$ cat src/rtl/adcseq_cfg.svh
// Offsets, field positions, reset values and timing counts of the sequencer.
`ifndef ADCSEQ_CFG_SVH
`define ADCSEQ_CFG_SVH
`define ADCSEQ_CTRL_OFS 8'h00
`define ADCSEQ_TIMING_OFS 8'h04
`define ADCSEQ_RESULT_OFS 8'h08
`define ADCSEQ_IRQ_STAT_OFS 8'h0c
`define ADCSEQ_IRQ_CLR_OFS 8'h10
`define ADCSEQ_IRQ_EN_OFS 8'h14
`define ADCSEQ_ON_BIT 0
`define ADCSEQ_GO_BIT 1
`define ADCSEQ_CHAN_LSB 2
`define ADCSEQ_CLK_LSB 0
`define ADCSEQ_ACQ_LSB 3
`define ADCSEQ_DONE_BIT 0
`define ADCSEQ_CHAN_RST 4'h0
`define ADCSEQ_CLK_RST 3'h0
`define ADCSEQ_ACQ_RST 3'h0
`define ADCSEQ_ACQ_MANUAL 3'h0
`define ADCSEQ_ACQ_TAD_1 5'h02
`define ADCSEQ_ACQ_TAD_2 5'h04
`define ADCSEQ_ACQ_TAD_3 5'h06
`define ADCSEQ_ACQ_TAD_4 5'h08
`define ADCSEQ_ACQ_TAD_5 5'h0c
`define ADCSEQ_ACQ_TAD_6 5'h10
`define ADCSEQ_ACQ_TAD_7 5'h14
`define ADCSEQ_CONV_TADS 5'h0d
`define ADCSEQ_TAD_BASE 7'h02
`define ADCSEQ_SAR_MSB 12'h800
`endif

$ cat src/rtl/adcseq_pkg.sv
// Types shared by the sequencer modules.
package adcseq_pkg;
  typedef logic [11:0] adcseq_code_type;
  typedef enum logic [1:0] {
    ADCSEQ_SAMPLE = 2'h0,
    ADCSEQ_ACQ    = 2'h1,
    ADCSEQ_CONV   = 2'h3
  } adcseq_state_type;
endpackage

$ cat src/rtl/adcseq_core_if.sv
// Signals between the sequencer, its bit-period divider and its SAR register.
`timescale 1ns/1ps
`default_nettype none
interface adcseq_core_if;
  import adcseq_pkg::*;
  logic            restart;
  logic [2:0]      clk_sel;
  logic            rc_tick;
  logic            tad_tick;
  logic            sar_start;
  logic            sar_step;
  logic            comp;
  adcseq_code_type dac_code;
  adcseq_code_type decided;
  modport tad_gen (input restart, clk_sel, rc_tick, output tad_tick);
  modport sar (input sar_start, sar_step, comp,
               output dac_code, decided);
  modport ctrl (output restart, clk_sel, rc_tick, sar_start, sar_step,
                comp, input tad_tick, dac_code, decided);
endinterface
`default_nettype wire

$ cat src/rtl/adcseq_sar.sv
// Successive-approximation register that drives the DAC trial code.
`timescale 1ns/1ps
`default_nettype none
`include "adcseq_cfg.svh"
module adcseq_sar
  import adcseq_pkg::*;
(
  // Clock and reset.
  input  wire logic          clk_i,
  input  wire logic          reset_i,
  // Sequencer side.
  adcseq_core_if.sar         core
);
  adcseq_code_type code_r;
  adcseq_code_type code_nxt;
  adcseq_code_type mask_r;
  adcseq_code_type mask_nxt;

  assign core.dac_code = code_r;

  // One result bit per step, most significant first.
  always_comb begin
    core.decided = core.comp ? code_r : (code_r & ~mask_r);
    code_nxt = code_r;
    mask_nxt = mask_r;
    if (core.sar_start) begin
      code_nxt = `ADCSEQ_SAR_MSB;
      mask_nxt = `ADCSEQ_SAR_MSB;
    end else if (core.sar_step) begin
      mask_nxt = mask_r >> 1;
      code_nxt = core.decided | mask_nxt;
    end
  end

  always_ff @(posedge clk_i) begin
    if (reset_i) begin
      code_r <= 12'h000;
      mask_r <= 12'h000;
    end else begin
      code_r <= code_nxt;
      mask_r <= mask_nxt;
    end
  end
endmodule
`default_nettype wire

$ cat src/rtl/adcseq_tad_gen.sv
// Bit-period tick generator: oscillator divider or synchronised RC ticks.
`timescale 1ns/1ps
`default_nettype none
`include "adcseq_cfg.svh"
module adcseq_tad_gen
  import adcseq_pkg::*;
(
  // Clock and reset.
  input  wire logic          clk_i,
  input  wire logic          reset_i,
  // Sequencer side.
  adcseq_core_if.tad_gen     core
);
  logic [5:0] cnt_r;
  logic [5:0] cnt_nxt;
  logic [2:0] shift;
  logic [6:0] period;
  logic [5:0] limit;
  logic       div_tick;

  // Codes 000,100,001,101,010,110 give divide by 2,4,8,16,32,64.
  always_comb begin
    shift = {core.clk_sel[1:0], 1'b0} + {2'b00, core.clk_sel[2]};
    period = `ADCSEQ_TAD_BASE << shift;
    limit = 6'(period - 7'h01);
    div_tick = (cnt_r == limit);
    // Code x11 takes the internal RC oscillator instead.
    if (core.clk_sel[1:0] == 2'b11) begin
      core.tad_tick = core.rc_tick;
    end else begin
      core.tad_tick = div_tick;
    end
    // Restart keeps the first divided period whole after the start flag; RC ticks (code x11) are not restarted.
    if (core.restart || div_tick) begin
      cnt_nxt = 6'h00;
    end else begin
      cnt_nxt = cnt_r + 6'h01;
    end
  end

  always_ff @(posedge clk_i) begin
    if (reset_i) begin
      cnt_r <= 6'h00;
    end else begin
      cnt_r <= cnt_nxt;
    end
  end
endmodule
`default_nettype wire

$ cat src/rtl/adcseq_top.sv
// Sequencer for a 12-bit SAR converter with its Avalon-MM register file.
`timescale 1ns/1ps
`default_nettype none
`include "adcseq_cfg.svh"
module adcseq_top
  import adcseq_pkg::*;
(
  // Clock and reset.
  input  wire logic        clk_i,
  input  wire logic        reset_i,
  // Avalon-MM slave.
  input  wire logic [7:0]  avs_address_i,
  input  wire logic        avs_read_i,
  input  wire logic        avs_write_i,
  input  wire logic [31:0] avs_writedata_i,
  output logic      [31:0] avs_readdata_o,
  output logic             avs_waitrequest_o,
  // Interrupt.
  output logic             irq_o,
  // Analog front end.
  input  wire logic        comp_i,
  input  wire logic        rc_clk_i,
  output logic             sample_o,
  output logic      [3:0]  channel_o,
  output logic      [11:0] dac_code_o
);
  adcseq_core_if core ();

  // Pin synchronisers and filters.
  logic [1:0] pin_raw;
  logic [2:0] sync_r [2];
  logic [1:0] pin_f_r;
  logic [1:0] pin_f_nxt;
  logic       rc_prev_r;

  // Bus state.
  logic        wait_r;
  logic        wait_nxt;
  logic [31:0] rdata_r;
  logic [31:0] rdata_nxt;
  logic        wr_fire;

  // Control state.
  adcseq_state_type state_r;
  adcseq_state_type state_nxt;
  logic            on_r;
  logic            on_nxt;
  logic            go_r;
  logic            go_nxt;
  logic [3:0]      chan_r;
  logic [3:0]      chan_nxt;
  logic [2:0]      clk_sel_r;
  logic [2:0]      clk_sel_nxt;
  logic [2:0]      acq_sel_r;
  logic [2:0]      acq_sel_nxt;
  logic [4:0]      cnt_r;
  logic [4:0]      cnt_nxt;
  logic [4:0]      acq_tads;
  logic            sample_r;
  logic            sample_nxt;
  adcseq_code_type result_r;
  adcseq_code_type result_nxt;
  logic            stat_r;
  logic            stat_nxt;
  logic            en_r;
  logic            en_nxt;
  logic            irq_r;
  logic            irq_nxt;
  logic            done;
  logic            start;

  assign pin_raw = {rc_clk_i, comp_i};

  // A change counts once the second and third stages agree.
  genvar g;
  generate
    for (g = 0; g < 2; g++) begin : g_pin
      always_comb begin
        if (sync_r[g][1] == sync_r[g][2]) begin
          pin_f_nxt[g] = sync_r[g][2];
        end else begin
          pin_f_nxt[g] = pin_f_r[g];
        end
      end

      always_ff @(posedge clk_i) begin
        if (reset_i) begin
          sync_r[g] <= 3'h0;
          pin_f_r[g] <= 1'b0;
        end else begin
          sync_r[g] <= {sync_r[g][1:0], pin_raw[g]};
          pin_f_r[g] <= pin_f_nxt[g];
        end
      end
    end
  endgenerate

  always_ff @(posedge clk_i) begin
    if (reset_i) begin
      rc_prev_r <= 1'b0;
    end else begin
      rc_prev_r <= pin_f_r[1];
    end
  end

  assign core.rc_tick = pin_f_r[1] & ~rc_prev_r;
  assign core.comp = pin_f_r[0];
  assign core.clk_sel = clk_sel_r;
  assign core.restart = start;

  adcseq_tad_gen u_tad_gen (
    .clk_i   (clk_i),
    .reset_i (reset_i),
    .core    (core.tad_gen)
  );

  adcseq_sar u_sar (
    .clk_i   (clk_i),
    .reset_i (reset_i),
    .core    (core.sar)
  );

  // Programmed acquisition lengths in bit periods.
  always_comb begin
    unique case (acq_sel_r)
      3'h1: acq_tads = `ADCSEQ_ACQ_TAD_1;
      3'h2: acq_tads = `ADCSEQ_ACQ_TAD_2;
      3'h3: acq_tads = `ADCSEQ_ACQ_TAD_3;
      3'h4: acq_tads = `ADCSEQ_ACQ_TAD_4;
      3'h5: acq_tads = `ADCSEQ_ACQ_TAD_5;
      3'h6: acq_tads = `ADCSEQ_ACQ_TAD_6;
      3'h7: acq_tads = `ADCSEQ_ACQ_TAD_7;
      3'h0: acq_tads = 5'h00;
    endcase
  end

  // Every access waits exactly one cycle, so reads see settled state.
  always_comb begin
    wait_nxt = 1'b1;
    rdata_nxt = rdata_r;
    if ((avs_read_i || avs_write_i) && wait_r) begin
      wait_nxt = 1'b0;
      rdata_nxt = 32'h0000_0000;
      unique case (avs_address_i)
        `ADCSEQ_CTRL_OFS: begin
          rdata_nxt[`ADCSEQ_ON_BIT] = on_r;
          // Only the start flag shows progress.
          rdata_nxt[`ADCSEQ_GO_BIT] = go_r;
          rdata_nxt[`ADCSEQ_CHAN_LSB +: 4] = chan_r;
        end
        `ADCSEQ_TIMING_OFS: begin
          rdata_nxt[`ADCSEQ_CLK_LSB +: 3] = clk_sel_r;
          rdata_nxt[`ADCSEQ_ACQ_LSB +: 3] = acq_sel_r;
        end
        `ADCSEQ_RESULT_OFS: begin
          rdata_nxt[11:0] = result_r;
        end
        `ADCSEQ_IRQ_STAT_OFS: begin
          rdata_nxt[`ADCSEQ_DONE_BIT] = stat_r;
        end
        `ADCSEQ_IRQ_EN_OFS: begin
          rdata_nxt[`ADCSEQ_DONE_BIT] = en_r;
        end
        default: begin
          rdata_nxt = 32'h0000_0000;
        end
      endcase
    end
  end

  assign wr_fire = avs_write_i && !wait_r;

  always_comb begin
    state_nxt = state_r;
    on_nxt = on_r;
    go_nxt = go_r;
    chan_nxt = chan_r;
    clk_sel_nxt = clk_sel_r;
    acq_sel_nxt = acq_sel_r;
    cnt_nxt = cnt_r;
    sample_nxt = sample_r;
    result_nxt = result_r;
    stat_nxt = stat_r;
    en_nxt = en_r;
    start = 1'b0;
    done = 1'b0;
    core.sar_start = 1'b0;
    core.sar_step = 1'b0;
    if (wr_fire) begin
      unique case (avs_address_i)
        `ADCSEQ_CTRL_OFS: begin
          on_nxt = avs_writedata_i[`ADCSEQ_ON_BIT];
          chan_nxt = avs_writedata_i[`ADCSEQ_CHAN_LSB +: 4];
          if (avs_writedata_i[`ADCSEQ_GO_BIT] && on_nxt && !go_r) begin
            start = 1'b1;
          end
        end
        `ADCSEQ_TIMING_OFS: begin
          clk_sel_nxt = avs_writedata_i[`ADCSEQ_CLK_LSB +: 3];
          acq_sel_nxt = avs_writedata_i[`ADCSEQ_ACQ_LSB +: 3];
        end
        `ADCSEQ_IRQ_CLR_OFS: begin
          if (avs_writedata_i[`ADCSEQ_DONE_BIT]) begin
            stat_nxt = 1'b0;
          end
        end
        `ADCSEQ_IRQ_EN_OFS: begin
          en_nxt = avs_writedata_i[`ADCSEQ_DONE_BIT];
        end
        default: begin
          en_nxt = en_r;
        end
      endcase
    end
    unique case (state_r)
      ADCSEQ_SAMPLE: begin
        if (start) begin
          go_nxt = 1'b1;
          cnt_nxt = 5'h00;
          if (acq_sel_r == `ADCSEQ_ACQ_MANUAL) begin
            // Manual mode opens the hold switch at once.
            state_nxt = ADCSEQ_CONV;
            sample_nxt = 1'b0;
            core.sar_start = 1'b1;
          end else begin
            // Keep sampling; the divider restarts with the start.
            state_nxt = ADCSEQ_ACQ;
          end
        end
      end
      ADCSEQ_ACQ: begin
        if (core.tad_tick) begin
          cnt_nxt = cnt_r + 5'h01;
          if (cnt_nxt == acq_tads) begin
            // Acquisition over; conversion follows on its own.
            state_nxt = ADCSEQ_CONV;
            cnt_nxt = 5'h00;
            sample_nxt = 1'b0;
            core.sar_start = 1'b1;
          end
        end
      end
      ADCSEQ_CONV: begin
        if (core.tad_tick) begin
          // First period disconnects the input, then 12 bit decisions.
          core.sar_step = (cnt_r != 5'h00);
          cnt_nxt = cnt_r + 5'h01;
          if (cnt_r == `ADCSEQ_CONV_TADS - 5'h01) begin
            // Thirteen periods end the conversion.
            done = 1'b1;
          end
        end
      end
      default: begin
        state_nxt = ADCSEQ_SAMPLE;
      end
    endcase
    if (done) begin
      state_nxt = ADCSEQ_SAMPLE;
      cnt_nxt = 5'h00;
      go_nxt = 1'b0;
      result_nxt = core.decided;
      sample_nxt = 1'b1;
    end
    // Turning the converter off abandons any conversion in flight.
    if (!on_nxt) begin
      state_nxt = ADCSEQ_SAMPLE;
      go_nxt = 1'b0;
      sample_nxt = 1'b1;
      cnt_nxt = 5'h00;
    end
    // A completion wins over a clear in the same cycle.
    if (done) begin
      stat_nxt = 1'b1;
    end
    irq_nxt = stat_nxt & en_nxt;
  end

  always_ff @(posedge clk_i) begin
    if (reset_i) begin
      wait_r <= 1'b1;
      rdata_r <= 32'h0000_0000;
      state_r <= ADCSEQ_SAMPLE;
      on_r <= 1'b0;
      go_r <= 1'b0;
      chan_r <= `ADCSEQ_CHAN_RST;
      clk_sel_r <= `ADCSEQ_CLK_RST;
      acq_sel_r <= `ADCSEQ_ACQ_RST;
      cnt_r <= 5'h00;
      sample_r <= 1'b1;
      result_r <= 12'h000;
      stat_r <= 1'b0;
      en_r <= 1'b0;
      irq_r <= 1'b0;
    end else begin
      wait_r <= wait_nxt;
      rdata_r <= rdata_nxt;
      state_r <= state_nxt;
      on_r <= on_nxt;
      go_r <= go_nxt;
      chan_r <= chan_nxt;
      clk_sel_r <= clk_sel_nxt;
      acq_sel_r <= acq_sel_nxt;
      cnt_r <= cnt_nxt;
      sample_r <= sample_nxt;
      result_r <= result_nxt;
      stat_r <= stat_nxt;
      en_r <= en_nxt;
      irq_r <= irq_nxt;
    end
  end

  // The comparator passes three synchroniser flops and a filter flop, so the divider must give more than
  // four clocks per bit period; a legal 0.8 us period is sixteen.
  assign avs_waitrequest_o = wait_r;
  assign avs_readdata_o = rdata_r;
  assign irq_o = irq_r;
  assign sample_o = sample_r;
  assign channel_o = chan_r;
  assign dac_code_o = core.dac_code;
endmodule
`default_nettype wire

$ cat config.mk
export PLATFORM = sky130hd
export DESIGN_NAME = adcseq_top
export DESIGN_NICKNAME = d
export VERILOG_FILES = /design/src/rtl/adcseq_pkg.sv /design/src/rtl/adcseq_core_if.sv /design/src/rtl/adcseq_sar.sv /design/src/rtl/adcseq_tad_gen.sv /design/src/rtl/adcseq_top.sv
export VERILOG_INCLUDE_DIRS = /design/src /design/src/rtl
export SDC_FILE = /design/constraint.sdc
export NUM_CORES = 1
export LEC_CHECK = 0
export ABC_AREA = 1
export BUFFER_PORTS_ARGS = -buffer_cell sky130_fd_sc_hd__buf_4
export CAP_MARGIN = 15
export CORE_AREA = 2 2 115 117
export CTS_CLUSTER_SIZE = 40
export DETAILED_ROUTE_END_ITERATION = 8
export DIE_AREA = 0 0 117 119
export GPL_TIMING_DRIVEN = 0
export PLACE_DENSITY = 0.63
export SLEW_MARGIN = 0
export SYNTH_ARGS = -nofsm -noshare
export SYNTH_HDL_FRONTEND = slang
export SYNTH_SLANG_ARGS = --single-unit
$ cat constraint.sdc
create_clock -name clk_i -period 3.1 [get_ports clk_i]
set_clock_uncertainty 0.2 [all_clocks]
set_input_delay 0.465 -clock clk_i [delete_from_list [all_inputs] [get_ports clk_i]]
set_output_delay 0.465 -clock clk_i [all_outputs]
set_load 0.02 [all_outputs]
Yosys cells after proc, flatten, opt, wreduce, memory -nomap -nowiden
Memories as Yosys holds them, arrays and structs flattened. A register that Yosys moved wholly into a read port is not among the register bits. Cells that the tools add are included.

Bitwise gates (word level): 10. Eq/ne operators: 18. Shifts and indexed selects: 1. Multiplexer cells: 53. Add/sub/neg operators: 4. Reductions and logical operators: 24.

Operators by type and width (count): $mux 12 (5); $pmux 5 s3 (2); $mux 1 (29); $mux 5 (4); $eq 8x4->1 const B (2); $eq 8x5->1 const B (2); $and 12x12->12 (1); $mux 3 (4); $not 12->12 (1); $or 12x11->12 (1); $eq 8x3->1 const B (1); $logic_not 8->1 (1); $mux 2 (4); $ne 2x2->1 const B (4); $reduce_and 4->1 (2); $add 6x1->6 const B (1); $eq 6x6->1 (1); $mux 6 (1); $pmux 2 s3 (1); $reduce_and 2->1 (3); $shl 2x3->6 const A (1); $sub 6x1->6 const B (1); $add 5x1->5 const B (1); $eq 5x4->1 const B (1); other kinds (22) (36).

Output and inout bits: 51. RAM bits: 6. Register bits: 81. Bits in read-only memories: 32. Memories: 2.

Memories: (no name shown) (depth 8, bits a word 4, read ports 1, clocked after memory_dff 1, write ports 0, line adcseq_top.sv:125) `unique case (acq_sel_r)`; sync_r (depth 2, bits a word 3, read ports 2, clocked after memory_dff 0, write ports 2, line adcseq_top.sv:31) `logic [2:0] sync_r [2];`.

Longest topological paths before layout
Gate-level depths: netlist of run 1.

Word-level depth: 9. Gate-level depth with buffers: 13. Depth with buffers taken out: 13.

Hierarchy
Synthesis of run 1 repeated with hierarchy kept, for this count alone.

Cell total of the unflattened synthesis: 588. Area, all modules: 4214.0 µm².

Modules (own cells, without submodules): adcseq_top (instances 1, sequential area each 1221.2 µm², cells each 387, area an instance 2797.7 µm²); adcseq_sar (instances 1, sequential area each 480.5 µm², cells each 139, area an instance 1023.5 µm²); adcseq_tad_gen (instances 1, sequential area each 120.1 µm², cells each 62, area an instance 392.9 µm²).

Least setup slack after synthesis of run 1
OpenSTA, ideal clock, no wires.

Path kind: reg-to-reg. Start: register cnt_r[0]. End: register u_sar.mask_r[0]. Path slack: 1.158 ns. Stages on the path, launching flop included: 13. Arrival time: 1.625 ns. Path buffers: 1. Clock period less this slack: 1.942 ns. Cell sequence: dfxtp_1 -> inv_1 -> ha_1 -> xor2_1 -> nor2_1 -> nand2_1 -> nor2_1 -> nand3_1 -> inv_1 -> nand2_1 -> nand3_2 -> buf_4 -> a21oi_1.

Longest elaborated chain between the ends: 6. Elaborated cells between the ends (all ways): 9. Those cells by class: 1 x add/sub; 1 x eq/ne; 5 x mux; 2 x reduce/logical.

Ends and longest elaborated chain: start: declaration (line adcseq_top.sv:56) `logic [4:0] cnt_r;`; start signal: assignment (line adcseq_top.sv:304) `cnt_r <= cnt_nxt;`; $add 5x1->5 (line adcseq_top.sv:233) `cnt_nxt = cnt_r + 5'h01;`; $eq 5x5->1 (line adcseq_top.sv:234) `if (cnt_nxt == acq_tads) begin`; $mux 1 (line adcseq_top.sv:234); $mux 1 (line adcseq_top.sv:232) `if (core.tad_tick) begin`; $pmux 1 s2 (line adcseq_top.sv:215) `unique case (state_r)`; $reduce_or 2->1 (no line); end signal: assignment (line adcseq_sar.sv:41) `mask_r <= mask_nxt;`; end: declaration (line adcseq_sar.sv:16) `adcseq_code_type mask_r;`.

Parallel ways exist; a longest one is shown, timed or not. A chain may end at the register's enable or synchronous reset.

Worst setup path after layout of run 1
Start: register cnt_r[0]. End: register u_sar.code_r[5] (netlist: u_sar.core.dac_code[5]).

Longest elaborated chain between the ends: 6. Elaborated cells between the ends (all ways): 9. Those cells by class: 1 x add/sub; 1 x eq/ne; 5 x mux; 2 x reduce/logical.

Ends and longest elaborated chain: $add 5x1->5 (line adcseq_top.sv:233); $eq 5x5->1 (line adcseq_top.sv:234); $mux 1 (line adcseq_top.sv:234); $mux 1 (line adcseq_top.sv:232); $pmux 1 s2 (line adcseq_top.sv:215); $reduce_or 2->1 (no line); end signal: assignment (line adcseq_sar.sv:40) `code_r <= code_nxt;`; end: declaration (line adcseq_sar.sv:14) `adcseq_code_type code_r;`.

Parallel ways exist; a longest one is shown, timed or not.

==> flow_results.org, run 1 <==
** Finish
- Post-layout net count :: 757
- The library cells used most frequently in the layout, excluding fill and tap cells, are 149 x nand2_1, 93 x inv_1, 91 x dfxtp_1.
- Leaving out fill and tap cells, the most frequent cell in the layout is nand2_1.
- The area growth from synthesis to layout is 21.7%.
- Number of filler cells placed in the layout :: 1363
- After the flow finishes, the layout carries non-filler instances totaling 889.
- Fraction of layout instances using a drive strength above 1 :: 15.0%
- The number of antenna diodes in the final layout is 0.
- For this run, the share of the core covered by cells in the final layout is 40.9%.

** Place
- IO Port Bufs :: 50
- Counting tap cells, the placed design contains a total of 873 instances.
- Routability-driven placement finished with a final weighted congestion of 0.833.
- Detailed placer's ending HPWL :: 7.92 mm

** Setup path
- For this design, the slowest cell found on the critical path is dfxtp_1.
- CP Max Fanout :: 10
- CP cell instances :: inv_1 > ha_1 > xor2_1 > nor2_1 > nand2_1 > nor2_1 > nand3_1 > inv_1 > nand2_1 > nand3_2 > buf_4 > a21oi_1
- In this design, the stage delay of the slowest critical-path cell is 390 ps.
- Worst path arrival time :: 2220 ps
- STA classifies the critical path startpoint as a register.
- Measured in cells, the most critical reg-to-reg path has a length of 12.
- The critical path contains buffers and inverters numbering 3 combined.
- Data required time at the worst endpoint :: 3130 ps
- In this run the number of cells on the critical path is 12.
- CP Capture Type :: register
- Path type of the worst setup path :: register to register
- Crit-path leading delay family :: simple AND/OR/NAND/NOR gates

** Floorplanning
- Chip Height :: 119 um
- In this run the horizontal extent of the chip is 117 um.
- The die covers 13900 um2.
- Once the floorplan was initialized, standard cells occupied 33.6% of the core.
- After floorplanning, the core was sized to cover 12900 um2.
- Pin placement for this block handled 97 I/O pins.
- In this run the core area contains 42 standard-cell rows.

** Power
- Total power density per cell area :: 458 nW/um2
- Clock network power share :: 42.5%
- Of the total power, the share spent switching nets is 24.6%.
- Peak supply drop :: 209 uV
- The share of total power dissipated in sequential elements is 49.5%.
- Combinational cells account for 8.0% of the total power.
- Switching pwr :: 593 uW
- Summed over all cells, the static leakage comes to 0.00246 uW.
- The internal portion of the total power is 1820 uW.

** Clock tree
- Root Buffer :: clkbuf_16
- After clock tree synthesis, the repair step resized 0 gates.
- Post-CTS Setup Inserts :: 0
- TritonCTS built the clock tree.
- In this run the deepest clock path goes through 2 buffers.
- CTS built an H-tree with a depth of 3.
- Clock-pin slew was measured on the worst setup and hold paths at 60 ps.
- Counting the buffers created by CTS gives 9.
- Clock sink count :: 91
- Clock insertion delay at the later pin of the skew report :: 350 ps
- The number of hold buffers added after CTS was 0.

** Synthesis
- After synthesis the cells add up to 4320 um2.
- In the synthesized netlist the async set-or-reset flop fraction comes to 0%.
- Share of Yosys cell area claimed by the top area cell type :: 42.2%
- After synthesis, the netlist uses 34 different library cells.
- Sequential cells were found to cover 42.2% of the synthesized design area.
- Yosys warning count :: 0
- Register bit total from synthesis :: 91
- In the post-synthesis netlist, the biggest area contributors are dfxtp_1 42%, nand2_1 13%, inv_1 8.1%.
- A synthesized cell averages 6.88 um2.
- Synthesized netlist cell count :: 628
- The synthesized design contains 0 enable-type register cells.
- Most frequently used flop master after synthesis :: dfxtp_1
- The synthesized design spends more area on one cell type than any other, namely dfxtp_1.

** Global routing
- First-pass GRT wire length :: 17.4 mm
- For this run, the total global-route usage over all layers was measured as 15.7%.
- The initial antenna violation count was 0.
- Pin count of the biggest net entering global routing :: 15
- For this run the aggregate overflow at the end of global routing stands at 0.
- The number of global-route vias before repair was 3683.

** STA
- On the final layout, the worst hold slack is 120 ps.
- For this run, the top clock speed supported by timing is 458 MHz.
- At the pin with the least slew margin, the transition time is 576 ps.
- The worst pin sits at a relative slew slack of 61.6%.
- The max-slew violation count came to 0.
- Tmin final :: 2180 ps
- Setup violations remaining at the end of the flow were counted as 0.
- Dividing the final minimum period by the clock period gives 70.5%.
- The hold violation count in the final report came to 0.
- Setup repair after global routing left no endpoint under its margin.
- Setup total negative slack :: 0 ps

** Detailed routing
- Total number of vias :: 4077
- In the final routed layout, each cell accounts on average for 11.9 um.
- The final layout contains routed wiring with a total length of 10.6 mm.
- In this run, the number of DRC markers left after iteration 0 of detailed routing was 254.
- Final ANT Viol Nets :: 0
- The first detailed-routing pass ran for 5 iterations.
- For this run, design rule violations remaining after detail routing come to 0.
- Dividing the detail-routed via count by the number of cells gives 4.59.

** Flow run
- Across the run, the number of max-cap violations was 0.

** Worst hold path
- Counting instances, the worst hold path has a depth of 3.
- In this run the worst hold path is classified as input pin to register.

** Outcome
- Outcome :: finished, final reports clean
-- power groups by stage --
stage / Clock (uW) / Sequential, uW / Combinational [uW]
after floorplan: 0 / 1230 / 124
after global placement: 0 / 1220 / 192
after detailed placement: 0 / 1220 / 192
after CTS: 1060 / 1190 / 193
after global routing: 1090 / 1200 / 214
final: 1020 / 1190 / 193
-- routing by layer --
layer | vias to the layer above | global-route usage [%] | share of wire (%)
li1 | 2125 | - | -
met1 | 1818 | 21.7 | 48
met2 | 124 | 23.0 | 44
met3 | 10 | 5.29 | 6.7
met4 | 0 | 4.85 | 0.94
met5 | - | 0 | 0
-- state kept, by name, indices dropped and copies added, names as in the netlist, 2 cells and up --
register and cells:
u_sar.core.dac_code 12, u_sar.mask_r 12, acq_sel_r 3, sync_r 6, cnt_r 5, u_tad_gen.cnt_r 6
avs_readdata_o 12, acq_tads 4, state_r 2, clk_sel_r 3, channel_o 4, result_r 12
-- kinds of logic after synthesis --
family                   Yosys count  synth area share, %
flip-flops                        91                 42.2
XOR/XNOR                           4                0.811
AO/OA/AOI/OAI                    102                 12.6
AND/OR/NAND/NOR                  292                 29.6
other                              1               0.0868
buffers and inverters            135                 13.9
adder cells (fa/ha/maj)            3                0.869
-- worst paths after layout --
kind,from,to,slack [ps]
max,cnt_r[0],u_sar.core.dac_code[5],920
max reg2reg,cnt_r[0],u_sar.core.dac_code[5],920
min reg2reg,sync_r[1][0],sync_r[1][1],200
min,comp_i,sync_r[0][0],120
-- per-stage QoR --
step                instance area (um2)  worst slack [ps]  total power [uW]
global placement                   4990               701              1410
floorplan                          4390              1160              1350
detailed placement                 4990               686              1410
global route                       5260               718              2500
CTS                                5260               920              2440
finish                             5260               916              2410
-- Yosys cell counts (2+ instances only) --
| cell type | n |
|---|---|
| xor2_1 | 3 |
| o21ai_1 | 13 |
| nand4_1 | 30 |
| buf_2 | 6 |
| nand3_2 | 2 |
| buf_1 | 2 |
| inv_1 | 93 |
| clkbuf_1 | 9 |
| ha_1 | 3 |
| nand2_1 | 149 |
| dfxtp_1 | 91 |
| o221ai_1 | 4 |
| a211oi_1 | 2 |
| nor2_1 | 66 |
| o211ai_1 | 2 |
| inv_2 | 2 |
| a21oi_1 | 51 |
| nand3_1 | 30 |
| nor3_1 | 3 |
| buf_4 | 23 |
| nor2_2 | 5 |
| o21ai_0 | 27 |
-- area by class of cell --
| class | instances | area (um2) | area share [%] |
|---|---|---|---|
| Multi-Input combinational cell | 421 | 1970 | 37.4 |
| Timing Repair Buffer | 50 | 375 | 7.14 |
| Sequential cell | 91 | 1820 | 34.6 |
| Clock buffer | 12 | 246 | 4.69 |
| Buffer | 40 | 244 | 4.64 |
| Tap cell | 176 | 220 | 4.19 |
| Clock inverter | 4 | 26.3 | 0.500 |
| Inverter | 95 | 357 | 6.78 |
-- worst min-delay path, cell delays in order --
cell and delay, ps:
buf_4 70, inv_1 30, nor2_1 60
Note: power is estimated with default switching activity, not from simulation.
==> run 2: changes to the inputs <==
--- a/config.mk
+++ b/config.mk
@@ -14,7 +14,7 @@
 export DETAILED_ROUTE_END_ITERATION = 8
 export DIE_AREA = 0 0 117 119
 export GPL_TIMING_DRIVEN = 0
-export PLACE_DENSITY = 0.63
+export PLACE_DENSITY = 0.65
 export SLEW_MARGIN = 0
 export SYNTH_ARGS = -nofsm -noshare
 export SYNTH_HDL_FRONTEND = slang
==> constraint.sdc (replaced) <==
create_clock -name clk_i -period 2 [get_ports clk_i]
set_clock_uncertainty 0.2 [all_clocks]
set_input_delay 0.3 -clock clk_i [delete_from_list [all_inputs] [get_ports clk_i]]
set_output_delay 0.3 -clock clk_i [all_outputs]
set_load 0.02 [all_outputs]
==> run 2 against run 1 <==
Against the previous run: routed wire length rose by 5.4%; register-to-register slack worse by 870 ps; non-clock buffer count is 13 higher; power rose by 60%; die area did not move; sequential power increased by 55%; largest power group unchanged.
==> flow_results.org, run 2 (synthesized netlist as in run 1, its figures left out) <==
** Global routing
- The aggregate global routing overflow was 0 (unchanged).
- The global-route met2 utilization is 24.3% (+1.4 points).
- The wire length of the first global-routing pass came to 17.8 mm (+2.4%).
- The overall track demand over capacity in global routing is 16.1% (+0.37 points).
- Most Crowded Layer GR :: met2
- Pin count of the biggest net entering global routing :: 15 (unchanged)
- The met3 usage is 3.46% (-1.8 points).
- Number of antenna violations at the first check in global routing :: 0 (unchanged)
- The number of global-route vias before repair came to 3704 (+0.57%).
- The met1 capacity usage during global routing is 22.7% (+1.0 points).

** Setup path
- Startpoint of the most critical register-to-register path :: clk_sel_r[1]
- Largest stage delay on the critical path :: 390 ps (about the same)
- Data required time at the worst endpoint :: 2020 ps (-1110 ps)
- R2r setup slk :: 40 ps (-870 ps)
- The critical path goes through inv_4 > nand2_2 > nand2_1 > nor2_1 > nand2_1 > nor2_2 > nand3_2 > nand2_4 > nand3_4 > buf_6 > o21ai_1 > nor2_1.
- Worst path arrival time :: 1970 ps (-250 ps)
- Path type of the worst setup path :: register to register
- Crit-path leading delay family :: simple AND/OR/NAND/NOR gates
- Type of origin of the critical path :: register
- In this run the critical register-to-register path is captured at result_r[0].
- CP Max Fanout :: 10 (unchanged)
- CP Capture Type :: register
- Cell with the largest stage delay on the worst path :: dfxtp_4
- Crit path buf inv count :: 2 (-1)
- The most critical setup path has its startpoint at clk_sel_r[1].
- Path depth of the worst reg2reg path :: 12 (unchanged)

** Worst hold path
- Type of the most critical hold path :: input pin to register
- For hold timing, the worst endpoint is channel_o[2].
- The number of cells traversed by the worst hold path was 3 (unchanged).
- Startpoint of the lowest-slack hold path :: avs_writedata_i[4]

** STA
- The max-slew violation count is 0 (unchanged).
- The final clock period utilization by the worst path was 97.9% (+27 points).
- Setup repair after global routing missed its margin :: yes
- The final period demand of the worst path is 1960 ps (-226 ps).
- The hold violation count in the final report is 0 (unchanged).
- Achievable clock frequency :: 511 MHz (+12%)
- The number of failing setup endpoints in the final timing report was 0 (unchanged).
- Max_slew headroom :: 59.8% (-1.8 points)
- Transition time of the tightest slew-check pin :: 603 ps (+26.6 ps)

** Clock tree
- CTS tree :: built
- Root Buffer :: clkbuf_16
- The clock slew at the register clock pins of the worst setup and hold paths is 60 ps (about the same).
- The number of sinks driven by the clock tree is 91 (unchanged).
- Maximum buffer depth of the clock tree :: 2 (unchanged)
- Count of H-tree levels built during CTS :: 3 (unchanged)
- Clock insertion delay at the later pin of the skew report :: 350 ps (about the same)
- TritonCTS Buffers :: 9 (unchanged)

** Detailed routing
- The routed length per instance was 12.4 um (+3.9%).
- Total number of vias :: 4154 (+1.9%)
- The remaining antenna violation count after routing is 0 (unchanged).
- The remaining design rule violation count was 0 (unchanged).
- The vias per cell came to 4.61 (+0.42%).
- The final routed wirelength across all metal layers was 11.2 mm (+5.4%).
- 1st-pass router iterations :: 4 (-1)
- Drt initial violations :: 304 (+20%)

** Floorplanning
- The number of ports placed on the die boundary is 97 (unchanged).
- The vertical die dimension is 119 um (unchanged).
- The core area came to 12900 um2 (unchanged).
- Row cnt :: 42 (unchanged)
- Area of the die :: 13900 um2 (unchanged)
- The horizontal extent of the die came to 117 um (unchanged).
- Starting density of the core :: 33.6% (unchanged)

** Finish
- Final core area utilization :: 43.6% (+2.8 points)
- Number of filler cells placed in the layout :: 1326 (-2.7%)
- Post-route standard cell area excluding fillers :: 5620 um2 (+6.8%)
- Count of antenna diodes in the layout :: 0 (unchanged)
- The library cell used most frequently in the layout, excluding fill and tap cells, is nand2_1.
- Relative to the synthesized area, the layout overhead comes to 30.0%.
- The count of nets after finishing came to 771 (+1.8%).
- The final instance count without filler cells was 902 (+1.5%).
- Fraction of layout instances using a drive strength above 1 :: 21.8% (+6.8 points)
- The library cells used most frequently in the layout, excluding fill and tap cells, are 143 x nand2_1, 90 x inv_1, 87 x dfxtp_1.

** Outcome
- Outcome :: finished, final reports clean

** Power
- The power density of the placed cells came to 686 nW/um2 (+50%).
- Peak supply drop :: 444 uV (+110%)
- The leakage power figure was 0.00259 uW (+5.2%).

** Flow run
- The total of max-cap violations is 0 (unchanged).

** Place
- The instance area after placement is 4990 um2 (unchanged).
- The placer congestion estimate came to 0.846 (+1.6%).
- Detailed placer's ending HPWL :: 7.90 mm (-0.35%)
- The number of port buffers came to 50 (unchanged).
- Number of instances in the placed design :: 873 (unchanged)
[run 2: cell count changes in the layout (fill, tap and decap cells not counted), moves of 6 or more]
cell,before,now
a21oi_1,51,40
a21oi_2,0,11
o21ai_1,13,4
o21ai_2,0,9
buf_6,0,6
nand2_1,149,143
[run 2: power breakdown]
group | internal, uW | leakage, uW | switching, uW
registers | 1830 | 0.000739 | 14.4
logic | 130 | 0.00172 | 211
clock network | 957 | 0.000134 | 710
total | 2920 | 0.00259 | 936
[run 2: routing by layer]
metal	part of all wire (%)	vias up
met5	0	-
met4	1.2	0
met3	5.4	13
met2	45	104
met1	48	1878
li1	-	2159
[run 2: what timing repair did]
item,4_1_cts,5_1_grt
pin swaps,0,10
gates resized for setup,16,52
cloned,2,2
hold endpoints to repair,5,0
buffers inserted,0,6
hold buffers,4,0
endpoints found under the setup margin,26,45
[run 2: metrics by stage]
stage          hold WS, ps  setup TNS (ps)  power (uW)  setup WS (ps)
4_1_cts               22.3               0        3860          0.284
3_3_place_gp           189           -5210        2190           -270
5_1_grt               52.8           -2860        4000           -117
6_report              28.1               0        3850           41.7
3_5_place_dp           193           -5250        2190           -291
2_1_floorplan          179               0        2090           57.6
[run 2: how the worst max path moves through the flow]
stage | end | slack [ps] | cells after the start
3_5_place_dp | cnt_r[0] | -290 | 11
5_1_grt | result_r[11] | -120 | 12
6_report | result_r[0] | 40 | 12
2_1_floorplan | u_sar.mask_r[0] | 60 | 12
3_3_place_gp | cnt_r[0] | -270 | 11
4_1_cts | u_sar.core.dac_code[9] | 0.3 | 12
[run 2: tightest hold or removal path: stages]
cell and delay [ps]:
buf_4 90, o21ai_0 80, nor2_1 70
[run 2: layout make-up]
| class | instances | area, um2 | share of cell area [%] |
|---|---|---|---|
| buffer | 40 | 274 | 4.88 |
| clock buffer | 10 | 229 | 4.08 |
| clock inverter | 5 | 55.1 | 0.980 |
| inverter | 95 | 364 | 6.48 |
| multi-input combinational | 422 | 2130 | 37.9 |
| sequential | 91 | 1840 | 32.7 |
| tap | 176 | 220 | 3.92 |
| timing repair buffer | 63 | 508 | 9.04 |
==> run 3: changes to the inputs <==
--- a/config.mk
+++ b/config.mk
@@ -7,7 +7,7 @@
 export NUM_CORES = 1
 export LEC_CHECK = 0
 export ABC_AREA = 1
-export BUFFER_PORTS_ARGS = -buffer_cell sky130_fd_sc_hd__buf_4
+export BUFFER_PORTS_ARGS = -buffer_cell sky130_fd_sc_hd__buf_2
 export CAP_MARGIN = 15
 export CORE_AREA = 2 2 115 117
 export CTS_CLUSTER_SIZE = 40
==> run 3 against run 2 <==
Against the previous run: the run now ends with negative setup slack left; clock power is 3% lower; non-clock buffer count increased by 4; combinational power fell by 3%; sequential cell count did not move; die area did not move; sequential share of layout area up 0.073 points; utilization decreased by 0.097 points; largest power group unchanged; final cell count up 0.67%; highest routed layer unchanged.
==> flow_results.org, run 3 (synthesized netlist as in run 1, its figures left out) <==
** STA
- Final number of setup-violating endpoints :: 4 (+4)
- The measured slew at the worst slew-check pin is 593 ps (-9.71 ps).
- Final Max Slew Viols :: 0 (unchanged)
- Tmin final :: 2000 ps (+46.5 ps)
- Setup WS post-layout :: -4.84 ps (-46.5 ps)
- The worst slew slack as a fraction of its limit is 60.4% (+0.65 points).
- Setup repair after global routing missed its margin :: yes
- Final clock period utilization by the worst path :: 100% (+2.3 points)
- The hold violation count in the final report came to 0 (unchanged).
- Achievable clock frequency :: 499 MHz (-2.3%)

** Floorplanning
- Area of the die :: 13900 um2 (unchanged)
- Starting density of the core :: 33.6% (unchanged)
- The horizontal extent of the die was 117 um (unchanged).
- The cell row count came to 42 (unchanged).
- Floorplan core area :: 12900 um2 (unchanged)
- The vertical die dimension came to 119 um (unchanged).
- The number of ports placed on the die boundary is 97 (unchanged).

** Detailed routing
- The number of detailed-route iterations in the first pass is 4 (unchanged).
- Sum of routed wire length over all layers :: 11.3 mm (+1.1%)
- Average wire per cell in the routed design :: 12.4 um (+0.43%)
- The remaining design rule violation count was 0 (unchanged).
- Drt initial violations :: 163 (-46%)
- The vias per cell came to 4.60 (-0.21%).
- Final ANT Viol Nets :: 0 (unchanged)
- Total number of vias :: 4173 (+0.46%)

** Finish
- The final instance count without filler cells came to 908 (+0.67%).
- The count of nets after finishing came to 775 (+0.52%).
- Compared with the post-synthesis result, the final layout area differs by 29.7%.
- Fraction of layout instances using a drive strength above 1 :: 25.4% (+3.7 points)
- Final core area utilization :: 43.5% (-0.097 points)
- The library cell used most frequently in the layout, excluding fill and tap cells, is nand2_1.
- Most frequent cells in the layout :: 139 x nand2_1, 89 x inv_1, 87 x dfxtp_1

** Setup path
- The largest incremental delay on the critical path is 380 ps (about the same).
- CP cell instances :: inv_4 > ha_4 > xor2_1 > nor2_1 > nand2_1 > nor2_2 > nand3_2 > inv_2 > nand2_2 > nand3_4 > buf_6 > a21oi_2
- CP Max Fanout :: 6 (-4)
- Worst path arrival time :: 2040 ps (+70 ps)
- STA classifies the critical path endpoint as a register.
- Data required time at the worst endpoint :: 2040 ps (+20 ps)
- The worst setup path is launched from a register.
- The setup path with the least slack is of type register to register.
- Cell with the largest stage delay on the worst path :: dfxtp_4

** Global routing
- Via count of the first global-routing pass :: 3693 (-0.30%)
- The overall track demand over capacity in global routing is 16.0% (about the same).
- Number of antenna violations at the first check in global routing :: 1 (+1)
- First-pass GRT wire length :: 17.8 mm (about the same)
- Grt ovf :: 0 (unchanged)
- The maximum number of pins on one net before global-route repair came to 16 (+1).

** Power
- Fraction of power spent switching nets :: 25.5% (+1.2 points)
- The power density of the placed cells is 677 nW/um2 (-1.4%).
- Clock network power share :: 42.7% (-0.6 points)
- The leakage power figure is 0.00260 uW (+0.18%).
- The internal power consumption came to 2820 uW (-3.2%).
- Peak supply drop :: 512 uV (+15%)
- Proportion of power drawn by flip-flops and latches :: 48.6% (+0.7 points)
- The combinational fraction of design power was 8.7% (-0.2 points).
- The switching power came to 968 uW (+3.4%).

** Clock tree
- The clock slew at the register clock pins of the worst setup and hold paths was 70 ps (about the same).
- The maximum number of buffers from clock root to sink was 2 (unchanged).
- TritonCTS Buffers :: 9 (unchanged)
- The CTS H-tree depth was 3 (unchanged).
- TritonCTS built the clock tree.
- Clock sink count :: 91 (unchanged)
- Root Buffer :: clkbuf_16
- The latest clock arrival within the worst-skew pair came to 350 ps (about the same).

** Place
- The post-DP HPWL was 8.00 mm (+1.3%).
- IO Port Bufs :: 50 (unchanged)
- The pre-CTS worst setup slack came to -262 ps (+28.4 ps).
- Number of instances in the placed design :: 873 (unchanged)
- The placer congestion estimate came to 0.842 (-0.43%).

** Outcome
- Outcome :: finished, violations left
- The checks that failed: negative setup slack.

** Worst hold path
- Type of the most critical hold path :: input pin to register

** Flow run
- The total of max-cap violations came to 0 (unchanged).
run 3: path summary, 6_finish.rpt:
check | startpoint | to | slack, ps | cells past startpoint
max | cnt_r[1] | u_sar.core.dac_code[8] | -5 | 12
min | reset_i | rc_prev_r | 40 | 2
max reg2reg | cnt_r[1] | u_sar.core.dac_code[8] | -5 | 12
min reg2reg | sync_r[1][0] | sync_r[1][1] | 200 | 2
run 3: what timing repair did:
item / CTS / global route
setup endpoints to repair: 30 / 46
buffers inserted: 1 / 10
hold endpoints to repair: 2 / 0
pin swaps: 1 / 10
hold buffers: 2 / 0
cloned: 2 / 3
resized for setup: 19 / 73
run 3: critical path, delay by kind of cell (launching register included):
family	cells	cell delay, ps
AOI/OAI and AO/OA	1	40
xor gates and xnor gates	1	160
adders and majority gates	1	230
buffers and inverters	3	270
DFF	1	380
and+or+nand+nor	6	610
run 3: area by class of cell:
| class | count | area (um2) |
|---|---|---|
| repair buffers | 67 | 425 |
| diodes | 1 | 2.50 |
| plain buffers | 40 | 280 |
| flip-flops and latches | 91 | 1840 |
| clock inverters | 6 | 41.3 |
| well taps | 176 | 220 |
| inverters | 95 | 364 |
| multi-input cells | 422 | 2200 |
| fillers | 1306 | 7270 |
| clock buffers | 10 | 239 |
run 3: routing by layer:
metal  vias to the layer above  share of wire [%]  global-route usage [%]
met5                         -                  0                       0
met1                      1887                 47                    21.9
met3                        16                5.6                    4.68
met4                         0                1.7                    5.07
met2                       101                 45                    24.3
li1                       2169                  -                       -
run 3: per-stage QoR:
stage,TNS (ps),area (um2),hold WS [ps],total power (uW)
2_1_floorplan,0,4390,179,2090
3_3_place_gp,-5130,4860,190,2170
3_5_place_dp,-5320,4860,195,2170
4_1_cts,0,5250,31.2,3780
5_1_grt,-3290,5600,58.3,3930
6_report,-14.1,5610,35.0,3790
run 3: power by group through the flow:
stage | sequential [uW] | clock [uW] | combinational (uW)
after floorplan | 1900 | 0 | 193
after global placement | 1890 | 0 | 282
after detailed placement | 1890 | 0 | 282
after CTS | 1850 | 1640 | 296
after global routing | 1850 | 1710 | 366
final | 1840 | 1620 | 331
